==> src/hdl/kwdt_defs.vh <==
// register offsets, reset values, keys and timing counts of the keyed watchdog
`ifndef KWDT_DEFS_VH
`define KWDT_DEFS_VH

`define KWDT_OFS_MODE        4'h0
`define KWDT_OFS_CLOCK       4'h4
`define KWDT_OFS_RESTART     4'h8
`define KWDT_OFS_STATUS      4'hC

`define KWDT_MODE_KEY        12'h234
`define KWDT_CLOCK_KEY       9'h06E
`define KWDT_RESTART_KEY     16'hC071

`define KWDT_MODE_RESET      4'h0
`define KWDT_HPN_RESET       4'h0
`define KWDT_CKS_RESET       2'h0

`define KWDT_LOW_PRELOAD     12'hFFF
`define KWDT_PIN_CYCLES      4'h8

`define KWDT_DIV8_LAST       10'h007
`define KWDT_DIV32_LAST      10'h01F
`define KWDT_DIV128_LAST     10'h07F
`define KWDT_DIV1024_LAST    10'h3FF

`endif

==> src/hdl/kwdt_prescaler.v <==
// prescaler that yields one-cycle count ticks at the selected division of the master clock
`timescale 1ns/100ps
`default_nettype none
`include "kwdt_defs.vh"

module kwdt_prescaler (
    input  wire       mclk,
    input  wire       srst,
    input  wire       clk_en,
    input  wire       restart,
    input  wire [1:0] count_clock_select,
    output reg        tick_q
);

    reg [9:0] div_q;

    function [9:0] kwdt_last;
        input [1:0] sel;
        begin
            case (sel)
                2'h0:    kwdt_last = `KWDT_DIV8_LAST;
                2'h1:    kwdt_last = `KWDT_DIV32_LAST;
                2'h2:    kwdt_last = `KWDT_DIV128_LAST;
                default: kwdt_last = `KWDT_DIV1024_LAST;
            endcase
        end
    endfunction

    // restart also realigns the divider so the first period after a restart is whole
    always @(posedge mclk) begin
        if (srst) begin
            div_q  <= 10'h000;
            tick_q <= 1'b0;
        end else if (clk_en) begin
            if (restart || div_q >= kwdt_last(count_clock_select)) begin
                div_q  <= 10'h000;
                tick_q <= ~restart;
            end else begin
                div_q  <= div_q + 10'h001;
                tick_q <= 1'b0;
            end
        end
    end

endmodule // kwdt_prescaler
`default_nettype wire

==> src/hdl/kwdt_top.v <==
// keyed watchdog timer with Avalon-MM register slave
`timescale 1ns/100ps
`default_nettype none
`include "kwdt_defs.vh"

////////////////////////////////////////////////////////////////////////////////
// How it works
// - overflow with reset enable set raises the internal reset output
// - overflow with interrupt enable set gives an interrupt request pulse
// - overflow with pin enable set drives the low-active pin low eight cycles
// - the timing element is a sixteen-bit down counter
// - restart loads ones in bits 0-11 and the high preload nibble above
// - clock select divides master clock by 8, 32, 128 or 1024
// - mode and clock updates need the right key in the same write
// - overflow mode writes need key 0x234 in bits 15:4; key reads zero
// - clock mode writes need key 0x06E in bits 15:7; key reads zero
// - with the enable bit clear no output fires; set lets enabled outputs fire
// - writing 0xC071 to the restart register restarts; other values do nothing
// - overflow flag sets on overflow, stays until restart or system reset
// - after system reset the watchdog is disabled
module kwdt_top (
    input  wire        mclk,
    input  wire        srst,
    input  wire        clk_en,
    input  wire [3:0]  avs_address,
    input  wire        avs_read,
    input  wire        avs_write,
    input  wire [31:0] avs_writedata,
    input  wire [3:0]  avs_byteenable,
    output reg  [31:0] avs_readdata,
    output reg         avs_waitrequest,
    output reg         dog_internal_reset,
    output reg         dog_irq_pulse,
    output reg         overflow_pin_n
);

    ////////////////////////////////////////////////////////////////////////////
    // registers

    reg        dog_enable_q;
    reg        overflow_reset_enable_q;
    reg        overflow_irq_enable_q;
    reg        overflow_pin_enable_q;
    reg [3:0]  high_preload_nibble_q;
    reg [1:0]  count_clock_select_q;
    reg        overflow_flag_q;
    reg [15:0] count_q;
    reg        expired_q;
    reg [3:0]  pin_cnt_q;
    reg        ack_q;

    wire       tick;
    wire       req;
    wire       wr_now;
    wire       rd_now;
    wire       mode_wr;
    wire       clock_wr;
    wire       restart;
    wire       overflow;
    wire       fire;
    reg [31:0] rdata_d;

    // one wait cycle: request is answered on the second edge it is seen
    assign req    = avs_read | avs_write;
    assign wr_now = avs_write & ack_q;
    assign rd_now = avs_read & ack_q;

    // a partial write cannot carry a whole key, so the low two lanes must be enabled
    assign mode_wr  = wr_now && avs_address == `KWDT_OFS_MODE && (&avs_byteenable[1:0])
                      && avs_writedata[15:4] == `KWDT_MODE_KEY;
    assign clock_wr = wr_now && avs_address == `KWDT_OFS_CLOCK && (&avs_byteenable[1:0])
                      && avs_writedata[15:7] == `KWDT_CLOCK_KEY;
    assign restart  = wr_now && avs_address == `KWDT_OFS_RESTART && (&avs_byteenable[1:0])
                      && avs_writedata[15:0] == `KWDT_RESTART_KEY;

    // overflow fires once on the tick that takes the counter to zero
    assign overflow = tick && !expired_q && count_q == 16'h0001;
    assign fire     = overflow && dog_enable_q;

    ////////////////////////////////////////////////////////////////////////////
    // prescaler

    kwdt_prescaler u_pre (
        .mclk               (mclk),
        .srst               (srst),
        .clk_en             (clk_en),
        .restart            (restart),
        .count_clock_select (count_clock_select_q),
        .tick_q             (tick)
    );

    ////////////////////////////////////////////////////////////////////////////
    // bus slave

    always @* begin
        rdata_d = 32'h00000000;
        case (avs_address)
            `KWDT_OFS_MODE: begin
                rdata_d[3:0] = {overflow_pin_enable_q, overflow_irq_enable_q,
                                overflow_reset_enable_q, dog_enable_q};
            end
            `KWDT_OFS_CLOCK: begin
                rdata_d[5:0] = {high_preload_nibble_q, count_clock_select_q};
            end
            `KWDT_OFS_STATUS: begin
                rdata_d[0] = overflow_flag_q;
            end
            default: begin
                rdata_d = 32'h00000000;
            end
        endcase
    end

    always @(posedge mclk) begin
        if (srst) begin
            ack_q           <= 1'b0;
            avs_waitrequest <= 1'b1;
            avs_readdata    <= 32'h00000000;
        end else if (clk_en) begin
            ack_q           <= req & ~ack_q;
            avs_waitrequest <= ~(req & ~ack_q);
            if (req && !ack_q && avs_read) begin
                avs_readdata <= rdata_d;
            end else if (rd_now) begin
                avs_readdata <= avs_readdata;
            end
        end
    end

    ////////////////////////////////////////////////////////////////////////////
    // mode and clock registers

    always @(posedge mclk) begin
        if (srst) begin
            {overflow_pin_enable_q, overflow_irq_enable_q,
             overflow_reset_enable_q, dog_enable_q} <= `KWDT_MODE_RESET;
            high_preload_nibble_q <= `KWDT_HPN_RESET;
            count_clock_select_q  <= `KWDT_CKS_RESET;
        end else if (clk_en) begin
            if (mode_wr) begin
                {overflow_pin_enable_q, overflow_irq_enable_q,
                 overflow_reset_enable_q, dog_enable_q} <= avs_writedata[3:0];
            end
            if (clock_wr) begin
                high_preload_nibble_q <= avs_writedata[5:2];
                count_clock_select_q  <= avs_writedata[1:0];
            end
        end
    end

    ////////////////////////////////////////////////////////////////////////////
    // counter, flag and outputs

    always @(posedge mclk) begin
        if (srst) begin
            count_q            <= {`KWDT_HPN_RESET, `KWDT_LOW_PRELOAD};
            expired_q          <= 1'b0;
            overflow_flag_q    <= 1'b0;
            dog_internal_reset <= 1'b0;
            dog_irq_pulse      <= 1'b0;
            overflow_pin_n     <= 1'b1;
            pin_cnt_q          <= 4'h0;
        end else if (clk_en) begin
            if (restart) begin
                count_q   <= {high_preload_nibble_q, `KWDT_LOW_PRELOAD};
                expired_q <= 1'b0;
            end else if (tick && !expired_q) begin
                count_q   <= count_q - 16'h0001;
                expired_q <= count_q == 16'h0001;
            end
            // a restart in the overflow cycle loses: the overflow is still recorded
            if (overflow) begin
                overflow_flag_q <= 1'b1;
            end else if (restart) begin
                overflow_flag_q <= 1'b0;
            end
            // internal reset is one cycle; the reset controller stretches it
            dog_internal_reset <= fire && overflow_reset_enable_q;
            dog_irq_pulse      <= fire && overflow_irq_enable_q;
            if (fire && overflow_pin_enable_q) begin
                pin_cnt_q      <= `KWDT_PIN_CYCLES;
                overflow_pin_n <= 1'b0;
            end else if (pin_cnt_q > 4'h1) begin
                pin_cnt_q      <= pin_cnt_q - 4'h1;
                overflow_pin_n <= 1'b0;
            end else begin
                pin_cnt_q      <= 4'h0;
                overflow_pin_n <= 1'b1;
            end
        end
    end

endmodule // kwdt_top
`default_nettype wire

==> config.mk <==
export PLATFORM = sky130hd
export DESIGN_NAME = kwdt_top
export DESIGN_NICKNAME = d
export VERILOG_FILES = /design/src/hdl/kwdt_prescaler.v /design/src/hdl/kwdt_top.v
export VERILOG_INCLUDE_DIRS = /design/src /design/src/hdl
export SDC_FILE = /design/constraint.sdc
export NUM_CORES = 1
export LEC_CHECK = 0
export BUFFER_PORTS_ARGS = -buffer_cell sky130_fd_sc_hd__buf_2
export CAP_MARGIN = 20
export CORE_MARGIN = 5
export CORE_UTILIZATION = 45
export CTS_CLUSTER_SIZE = 12
export DETAILED_ROUTE_END_ITERATION = 10
export PLACE_DENSITY = 0.74
export SLEW_MARGIN = 40
export SYNTH_ARGS = -nofsm -noshare
export SYNTH_HDL_FRONTEND = slang
export SYNTH_SLANG_ARGS = --single-unit
==> constraint.sdc <==
create_clock -name mclk -period 5.5 [get_ports mclk]
set_input_delay 1.1 -clock mclk [delete_from_list [all_inputs] [get_ports mclk]]
set_output_delay 1.1 -clock mclk [all_outputs]
set_load 0.02 [all_outputs]
== Yosys cells after proc, flatten, opt, wreduce, memory -nomap -nowiden ==
Cells that the tools add are included.
W data, S select, Z words.
Storage, ports and cells
  bits of input ports: 45
  memories: 0
  bits in writable memories: 0
  latch bits: 0
  register bits: 54
  logic and storage cells: 86
  ROM bits: 0
  output and inout bits: 36
Cells by class
  mux-type cells: 18
  shift operators: 0
  equality and inequality tests: 9
  bitwise operators: 6
  $add $sub $neg: 3
  multipliers: 0
  div/mod/pow operators: 0
  reduce and logical (&&, ||, !) cells: 30
  magnitude comparators: 2
Operator list (count)
  $mux W16: 2
  $mux W10: 3
  $pmux W10 S3: 1
  $logic_and A1 B1 Y1: 17
  $eq A16 B1 Y1 const B: 1
  $eq A16 B16 Y1 const B: 1
  $sub A16 B1 Y16 const B: 1
  $eq A12 B10 Y1 const B: 1
  $reduce_and A2 Y1: 6
  $add A10 B1 Y10 const B: 1
  $ge A10 B10 Y1: 1
  $eq A9 B7 Y1 const B: 1
  $eq A4 B4 Y1 const B: 2
  $mux W4: 2
  $mux W1: 7
  $pmux W3 S2: 1
  $eq A4 B3 Y1 const B: 1
  $gt A4 B1 Y1 const B: 1
  $logic_not A4 Y1: 1
  $reduce_bool A2 Y1: 2
  $sub A4 B1 Y4 const B: 1
  $not A1 Y1: 3
  $pmux W1 S3: 1
  $and A1 B1 Y1: 2
  7 further kinds: 8

== Depth between registers and ports, before layout ==
Gate-level depths: netlist (run 1).
  depth in word-level cells: 7
  mapped depth: 7
  depth with buffers taken out: 7

== By module ==
From an unflattened synthesis (run 1), not the netlist that was laid out.
Unflattened totals
  cell total of the unflattened synthesis: 351
  area total of the unflattened synthesis: 3006.6 µm²
Modules (own cells, without submodules)
  kwdt_top: instances 1, seq. area each 860.8 µm², cells an instance 276, area each 2323.5 µm²
  kwdt_prescaler: instances 1, seq. area each 220.2 µm², cells an instance 75, area each 683.2 µm²

== Least setup slack after synthesis (run 1) ==
No wires, ideal clock.
  kind: input port to flip-flop
  start point: input avs_writedata[7]
  end point: register count_q[7]
  data arrival time: 2884 ps
  path slack: 2553 ps
  stages on the path: 5
  path buffers: 0
  required time: 5438 ps
  setup time: 62 ps
  path through: or2_2 -> or4_1 -> o21a_1 -> or4_2 -> nand3_1
On the way
  word-level cells in the longest chain between the ends: 4
  elaborated cells on any way between the ends: 5
  classes of those cells: eq/ne (1); mux (1); reduce/logical (3)
Ends and longest elaborated chain
  start: declaration: RTL line kwdt_top.v:28  | input wire [31:0] avs_writedata,
  $eq A16 B16 Y1 (no line) (*)
  $logic_and A1 B1 Y1 (no line) (*)
  $reduce_bool A2 Y1 (no line)
  $reduce_and A2 Y1 (no line)
  end signal: assignment: RTL line kwdt_top.v:156  | count_q <= {`KWDT_HPN_RESET, `KWDT_LOW_PRELOAD};
  end signal: assignment: RTL line kwdt_top.v:165  | count_q <= {high_preload_nibble_q, `KWDT_LOW_PRELOAD};
  end signal: assignment: RTL line kwdt_top.v:168  | count_q <= count_q - 16'h0001;
  end: declaration: RTL line kwdt_top.v:47  | reg [15:0] count_q;
Every way passes the cells marked *; elsewhere a longest branch is shown, timed or not.
A chain may end at the register's enable or synchronous reset.

== Worst setup path in the final report (run 1) ==
  start point: input avs_address[2]
  end point: register count_q[8]
On the way
  word-level cells in the longest chain between the ends: 6
  elaborated cells on any way between the ends: 7
  classes of those cells: eq/ne (1); mux (1); reduce/logical (5)
Ends and longest elaborated chain
  start: declaration: RTL line kwdt_top.v:25  | input wire [3:0] avs_address,
  $eq A4 B4 Y1 (no line) (*)
  $logic_and A1 B1 Y1 (no line) (*)
  $logic_and A1 B1 Y1 (*): RTL line kwdt_top.v:73  | assign restart = wr_now && avs_address == `KWDT_OFS_RESTART && (&avs_byteenable[1:0])
  $logic_and A1 B1 Y1 (no line) (*)
  $reduce_bool A2 Y1 (no line)
  $reduce_and A2 Y1 (no line)
Marks and branches as above.

==> results of run 1 <==
==> layout make-up <==
class,count,area share
Multi-Input combinational cell,278,0.5365
Sequential cell,54,0.3406
Timing Repair Buffer,36,0.05676
Tap cell,77,0.03035
Clock buffer,6,0.02286
Inverter,9,0.01064
Clock inverter,1,0.002365
==> per-layer routing <==
| metal | wire (µm) | up-vias |
|---|---|---|
| met4 | 79 | 0 |
| met2 | 3258 | 72 |
| li1 | - | 1292 |
| met3 | 374 | 11 |
| met5 | 0 | - |
| met1 | 3028 | 1185 |
==> through the flow <==
step | power [mW] | instance area, µm² | cells | setup WS [ns]
6_report | 0.6913 | 3174 | 461 | 2.476
5_1_grt | 0.7230 | 3174 | 461 | 2.273
4_1_cts | 0.6964 | 3168 | 461 | 2.323
3_5_place_dp | 0.4864 | 3088 | 454 | 1.998
3_3_place_gp | 0.4841 | 3082 | 454 | 2.012
2_1_floorplan | 0.4776 | 3053 | 381 | 2.553
==> worst register-to-register path, cell delays in order, from the launching register on <==
cell and delay, ns:
dfxtp_1 0.46, nand2_1 0.15, ha_1 0.31, nand2_1 0.07, a2111oi_0 0.38, a211oi_1 0.16, a21oi_1 0.58, nor3_1 0.11
==> worst paths after layout <==
| check | start | endpoint | slack (ns) | cells past startpoint |
|---|---|---|---|---|
| setup reg to reg | count_clock_select_q[1] | u_pre.div_q[2] | 3.13 | 7 |
| hold / removal | avs_readdata[5] | avs_readdata[5] | 0.46 | 2 |
| setup / recovery | avs_address[2] | count_q[8] | 2.48 | 6 |
| hold reg to reg | avs_readdata[5] | avs_readdata[5] | 0.46 | 2 |
==> cell families (layout without fill, tap and decap cells) <==
group,after synthesis,in the layout,synth area share
multiplexers,15,15,0.05243
AO/OA/AOI/OAI,61,61,0.1260
flip-flops,54,54,0.3653
XOR/XNOR,12,12,0.03552
other,1,26,0.001267
buffers and inverters,49,52,0.09514
adder cells (fa/ha/maj),10,10,0.04228
AND/OR/NAND/NOR,154,154,0.2820
==> where the power goes <==
| group | internal, mW | switching [mW] | leakage [nW] |
|---|---|---|---|
| Combinational | 0.0232 | 0.0515 | 0.776 |
| Clock | 0.0877 | 0.125 | 0.0373 |
| Sequential | 0.398 | 0.00583 | 0.437 |
==> cell usage in the layout (no fill, tap or decap), types with 4 or more instances in the layout <==
cell type,synthesis,final
nand3_1,8,8
a211oi_1,4,4
and3_1,7,7
nor4_1,6,5
buf_2,0,36
mux2i_1,11,11
or2_2,4,4
xnor2_1,7,7
nand2_1,33,33
or4_1,6,6
xor2_1,5,5
dfxtp_1,54,54
o21ai_0,14,13
a21oi_1,21,21
nor3_1,20,20
o211ai_1,6,6
ha_1,10,10
inv_1,9,9
a22oi_1,4,4
clkbuf_8,0,5
mux2_2,4,4
nor2_1,30,30
conb_1,1,26
nand4_1,11,11
==> state kept, by name, indices dropped and copies added (netlist names), 2 cells and up <==
register	flops
high_preload_nibble_q	4
count_q	16
avs_readdata	6
count_clock_select_q	2
pin_cnt_q	4
u_pre.div_q	10
==> flow_summary.yaml, run 1 <==
timing:
  setup_viol: 0
  timing.hold.ws_ns: 0.4551
  timing.final.hold_violations: 0
  max_freq_mhz: 330.6
  finalCriticalPeriod_ns: 3.024
  slew_headroom: 0.4881
  slew_violations: 0
  fin_crit_sh: 0.5499
  final.setup.tns_ns: 0
  worstMarginPinSlew_ns: 0.7679
  rsz0062_at_grt: "no"
  finClkSkew_ns: 0.01170
final_layout:
  area_growth_pct: 7.273
  insertedDiodeCount: 0
  fin_nets: 439
  utilization: 0.4971
  drive_gt1_frac: 0.1536
  multi_input_area_um2: 1703
  nFillCells: 602
  seqCellArea_um2: 1081
drt:
  final_antenna_net_count: 0
  detail_route.iter0.violations: 179
  drc: 0
  vias: 2560
  via_per_inst: 5.553
  wl_per_cell_um: 14.62
  drt_wl_total_mm: 6.740
  dr.pass1.iters: 4
floorplan:
  initial_core_util: 0.4634
  dieArea_um2: 8297
  core_um2: 6386
  rows: 29
  die_w_um: 91.09
  io_pins: 81
  die_h_um: 91.09
worst_setup_path:
  crit_path_start_kind: "input pin"
  slowest_stage: "o21ai_1"
  critPathMaxStageDelay_ns: 0.67
  critPathBufInv: 1
  crit_arrival_ns: 3.18
  crit_required_ns: 5.65
  crit_fanout: 12
  cp_top_family: "simple AND/OR/NAND/NOR gates"
  path_cells: "buf_2, nor4b_1, nand4_1, o21ai_1, and3_1, o21ai_0"
  worst-setup-path-type: "input pin to flop"
  cp-end-kind: "flop"
yosys:
  synthTopCellsByArea: "dfxtp_1 37%, buf_4 6.6%, ha_1 4.2%, nand2_1 4.2%, nor2_1 3.8%"
  syn_inst: 356
  yosysUniqueCellTypes: 48
  avgSynthCellArea_um2: 8.312
  yosysWarnings: 0
  yosysTopAreaCell: "dfxtp_1"
  yosysMostFrequentCell: "dfxtp_1"
  synth_edf_count: 0
  ys_async_sr_fraction: 0
  synth_commonest_cells: "54 x dfxtp_1, 33 x nand2_1, 30 x nor2_1, 26 x buf_4, 21 x a21oi_1"
  ys_seq_elements: 54
  synth_top_area_share: 0.3653
  synth_area_um2: 2959
  synth_seq_area_share: 0.3653
  synth_ff_type: "dfxtp_1"
clock_tree:
  post_cts_buffers: 0
  ctsResizeCount: 0
  cts_buffers: 5
  cts_max_level: 2
  path_clk_slew_ns: 0.09
  cts_sinks: 54
  hold_buffers: 0
  cts-root-buf: "clkbuf_8"
  insertion_delay_ns: 0.31
  tritoncts: "done"
  clock_path_buffers: 2
global_route:
  grt_max_degree: 41
  grt_util_all_layers: 0.1550
  grt_use_met1: 0.2043
  gr-max-usage-layer: "met2"
  antenna_found_initial: 0
  grt_pass1_vias: 2374
  gr-usage-met3: 0.02810
  grt_pass1_wl_mm: 10.98
  met2_usage: 0.2626
  grt-ovfl-total: 0
run_status:
  status: "complete, no violations"
placed_design:
  routabilityCongestion: 0.8502
  place_hpwl_mm: 5.029
  port_buffers: 36
min_path:
  hp-class: "flop to flop"
power_and_ir_drop:
  power_density_nw_per_um2: 217.8
  leakagePower_nw: 1.250
  ir_drop_uv: 196.1
flow_run:
  cap_viol_max_count: 0
Note: power is estimated with default switching activity, not from simulation.
==> inputs of run 2 (changes only) <==
clock period = 2.99 ns   (was 5.5 ns; I/O delays follow)
==> run 2 against run 1 <==
Worst setup slack worse by 1.8 ns. Register-to-register slack lost 2.5 ns. Worst hold slack better by 0.0040 ns. Clock power rose to 2.8 times the previous value. Critical endpoint is now count_q[7].
==> flow_summary.yaml, run 2 (synthesized netlist as in run 1, its figures left out) <==
final_layout:
  fin_nets: 449
  largest_register: "count_q"
  largestRegisters: "count_q x16, u_pre.div_q x10, avs_readdata x6"
  area_growth_pct: 11.33
  multi_input_area_um2: 1690
  finalNonFillerCells: 472
  nFillCells: 628
  insertedDiodeCount: 0
  final_common_cell: "dfxtp_1"
  drive_gt1_frac: 0.1747
  largest_reg_flops: 16
  layout_common_cells: "54 x dfxtp_1, 36 x buf_2, 33 x nand2_1, 30 x nor2_1, 26 x conb_1"
  seqCellArea_um2: 1081
global_route:
  antenna_found_initial: 0
  grt_pass1_vias: 2477
  grt-ovfl-total: 0
  grt_max_degree: 33
  grt_pass1_wl_mm: 11.39
  grt_util_all_layers: 0.1620
floorplan:
  io_pins: 81
  dieArea_um2: 8297
  rows: 29
  core_um2: 6386
  die_h_um: 91.09
  initial_core_util: 0.4634
  die_w_um: 91.09
worst_setup_path:
  critPathMaxStageDelay_ns: 0.62
  crit_required_ns: 3.25
  path_cells: "buf_2, or2_2, or4_1, o21a_1, or4_2, nand3_1"
  crit_arrival_ns: 2.61
  cp-end-kind: "flop"
  crit_path_start_kind: "input pin"
  slowest_stage: "or4_1"
  crit_fanout: 6
  worst-setup-path-type: "input pin to flop"
placed_design:
  port_buffers: 36
  dp.cells: 464
  post-place-ws_ns: 0.3261
  place_hpwl_mm: 5.090
  routabilityCongestion: 0.8293
drt:
  final_antenna_net_count: 0
  detail_route.iter0.violations: 213
  drc: 0
  drt_wl_total_mm: 6.755
  via_per_inst: 5.534
  wl_per_cell_um: 14.31
  vias: 2612
  dr.pass1.iters: 5
power_and_ir_drop:
  leakagePower_nw: 1.332
  power_density_nw_per_um2: 446.7
  ir_drop_uv: 279.3
  totalPowerFinal_mw: 1.472
clock_tree:
  hold_buffers: 0
  ctsResizeCount: 0
  cts_buffers: 5
  cts-root-buf: "clkbuf_8"
  tritoncts: "done"
  insertion_delay_ns: 0.32
  path_clk_slew_ns: 0.10
  post_cts_buffers: 0
  cts_sinks: 54
  clock_path_buffers: 2
  cts_max_level: 2
timing:
  timing.hold.ws_ns: 0.4592
  max_freq_mhz: 425.1
  slew_violations: 0
  final.setup.worst_slack_ns: 0.6375
  fin_crit_sh: 0.7868
  finClkSkew_ns: 0.01379
  final.setup.tns_ns: 0
  rsz0062_at_grt: "no"
  timing.final.hold_violations: 0
  setup_viol: 0
  finalCriticalPeriod_ns: 2.353
min_path:
  hp-class: "flop to flop"
flow_run:
  cap_viol_max_count: 0
run_status:
  status: "complete, no violations"
-- run 2: path summary, 6_finish.rpt --
check                   start              end  slack (ns)  depth (start not counted)
max          avs_writedata[7]       count_q[7]        0.64                          6
min           avs_readdata[5]  avs_readdata[5]        0.46                          2
max reg2reg        count_q[7]      count_q[15]        0.66                          5
min reg2reg   avs_readdata[5]  avs_readdata[5]        0.46                          2
-- run 2: where the power goes --
part           internal, mW  total [mW]  leakage [nW]  switching, mW
clock network         0.336       0.588        0.0683          0.252
logic                0.0464       0.141         0.826         0.0950
registers             0.732       0.742         0.437         0.0103
total                  1.11        1.47          1.33          0.358
-- run 2: layout make-up --
| type | count | area share |
|---|---|---|
| Tap cell | 77 | 0.02924 |
| Inverter | 9 | 0.01025 |
| Clock buffer | 5 | 0.02089 |
| Timing Repair Buffer | 46 | 0.07748 |
| Clock inverter | 3 | 0.02089 |
| Multi-Input combinational cell | 278 | 0.5131 |
| Sequential cell | 54 | 0.3281 |
-- run 2: metal layers --
metal / vias to the layer above / GRT usage / routed length, µm
met3: 6 / 0.03636 / 399
met2: 71 / 0.2668 / 3258
li1: 1315 / - / -
met5: - / 0 / 0
met1: 1220 / 0.2171 / 3041
met4: 0 / 0.03545 / 56
-- run 2: critical path: cells and delay by family --
kind | cells | cell delay (ns)
and+or+nand+nor | 4 | 1.64
AOI/OAI and AO/OA | 1 | 0.28
buffers and inverters | 1 | 0.09
-- run 2: per-stage QoR --
stage	utilization	area, µm²
2_1_floorplan	-	3053
3_3_place_gp	0.4943	3157
3_5_place_dp	0.4943	3157
4_1_cts	0.5159	3294
5_1_grt	0.5159	3294
6_report	0.5159	3294
==> inputs of run 3 (changes only) <==
clock period = 2.2 ns   (was 2.99 ns; I/O delays follow)
==> run 3 against run 2 <==
The flow now finishes with violations (setup timing). Sequential power rose by 36%. Utilization rose by 2.5 points. Wire length rose by 6.0%. Clock skew fell by 0.00061 ns. Critical path depth fell by 1. Final area rose by 4.8%. Register-to-register slack got worse by 0.72 ns. Non-clock buffer count rose by 16.
==> flow_summary.yaml, run 3 (synthesized netlist as in run 1, its figures left out) <==
flow_run:
  cap_viol_max_count: 0
timing:
  final.setup.worst_slack_ns: -0.05709
  finClkSkew_ns: 0.01317
  max_freq_mhz: 443.0
  setup_viol: 2
  timing.final.hold_violations: 0
  final.setup.tns_ns: -0.09477
  fin_crit_sh: 1.026
  rsz0062_at_grt: "yes"
  slew_violations: 0
  finalCriticalPeriod_ns: 2.257
worst_setup_path:
  reg2reg_to: "count_q[13]"
  slowest_stage: "or4_4"
  crit_fanout: 6
  crit_required_ns: 2.45
  crit_arrival_ns: 2.50
  cp_top_family: "simple AND/OR/NAND/NOR gates"
  crit_path_start_kind: "flop"
  reg2reg_slack_ns: -0.06
  r2r_cells: 5
  critPathLaunch: "count_q[7]"
  path_cells: "or4_4, or2_4, or4_4, or3_1, a31oi_1"
  worst-setup-path-type: "flop to flop"
  r2r_start: "count_q[7]"
  critPathMaxStageDelay_ns: 0.55
  path_common_cell: "or4_4"
  cp-end-kind: "flop"
  critPathBufInv: 0
min_path:
  hp-class: "input pin to flop"
  hold_depth: 3
  hold_end: "high_preload_nibble_q[3]"
  min-delay-start: "avs_writedata[5]"
global_route:
  gr-max-usage-layer: "met2"
  grt_max_degree: 23
  grt_use_met1: 0.2259
  grt-ovfl-total: 0
  grt_pass1_wl_mm: 11.92
  met2_usage: 0.2746
  grt_util_all_layers: 0.1692
  gr-usage-met3: 0.03223
  antenna_found_initial: 0
  grt_pass1_vias: 2598
floorplan:
  die_w_um: 91.09
  dieArea_um2: 8297
  die_h_um: 91.09
  rows: 29
  io_pins: 81
  initial_core_util: 0.4634
  core_um2: 6386
drt:
  dr.pass1.iters: 4
  drt_wl_total_mm: 7.160
  vias: 2696
  drc: 0
  final_antenna_net_count: 0
  detail_route.iter0.violations: 114
  via_per_inst: 5.525
  wl_per_cell_um: 14.67
final_layout:
  largest_register: "count_q"
  final_common_cell: "dfxtp_1"
  insertedDiodeCount: 0
  largest_reg_flops: 16
  fin_nets: 465
  multi_input_area_um2: 1742
  utilization: 0.5408
  seqCellArea_um2: 1084
  layout_common_cells: "52 x dfxtp_1, 36 x buf_2, 33 x nand2_1, 30 x nor2_1, 26 x conb_1"
  nFillCells: 584
  stdcell_area_um2: 3453
  finalNonFillerCells: 488
  largestRegisters: "count_q x16, u_pre.div_q x10, avs_readdata x6"
  area_growth_pct: 16.70
  drive_gt1_frac: 0.2263
placed_design:
  place_area_um2: 3302
  port_buffers: 36
  routabilityCongestion: 0.8441
  dp.cells: 480
  place_hpwl_mm: 5.469
power_and_ir_drop:
  power_frac_comb: 0.108
  switchingPower_mw: 0.4850
  p_int_mw: 1.408
  ir_drop_uv: 309.2
  totalPowerFinal_mw: 1.893
  leakagePower_nw: 1.403
  pwr-share-seq: 0.533
  power_frac_clock: 0.359
  swShare: 0.2561
  power_density_nw_per_um2: 548.3
clock_tree:
  clock_path_buffers: 2
  cts_buffers: 5
  cts_max_level: 2
  hold_buffers: 0
  cts_sinks: 54
  path_clk_slew_ns: 0.10
  tritoncts: "done"
  post_cts_buffers: 0
  cts-root-buf: "clkbuf_8"
  insertion_delay_ns: 0.31
run_status:
  status: "complete, but fails checks"
  violations: "setup timing"
[run 3: metal layers]
metal,routed length [µm],vias up
met3,397,13
met4,128,0
met2,3392,74
li1,-,1342
met5,0,-
met1,3241,1267
[run 3: final cells by class]
cell class                 instances  share of cell area
sequential                        54              0.3138
inverter                           9            0.009783
clock inverter                     2             0.01087
timing repair buffer              62              0.1123
clock buffer                       6             0.02101
tap                               77             0.02790
multi-input combinational        278              0.5043
[run 3: power by group through the flow]
stage          sequential [mW]  clock [mW]  combinational, mW
2_1_floorplan             1.03           0              0.162
3_3_place_gp              1.03           0              0.198
3_5_place_dp              1.03           0              0.203
4_1_cts                   1.01       0.679              0.204
5_1_grt                   1.01       0.723              0.228
6_report                  1.01       0.679              0.205
[run 3: tightest hold or removal path: stages]
cell	delay (ns)
buf_2	0.11
mux2i_1	0.07
nor2_1	0.07
[run 3: worst max path at each step]
stage,endpoint,slack (ns),depth (start not counted)
5_1_grt,count_q[13],-0.12,5
3_5_place_dp,count_q[7],-0.10,6
4_1_cts,count_q[13],-0.07,5
2_1_floorplan,count_q[7],0.003,5
3_3_place_gp,count_q[7],-0.09,6
6_report,count_q[13],-0.06,5
[run 3: what timing repair did]
item,4_1_cts,5_1_grt
resized for setup,3,8
pin swaps,0,5
setup endpoints to repair,3,16
[run 3: stage by stage]
step | setup WS (ns) | hold slack [ns]
6_report | -0.05709 | 0.4084
5_1_grt | -0.1249 | 0.4030
2_1_floorplan | 0.003320 | 0.4338
4_1_cts | -0.06706 | 0.4060
3_3_place_gp | -0.08794 | 0.4418
3_5_place_dp | -0.1022 | 0.4499
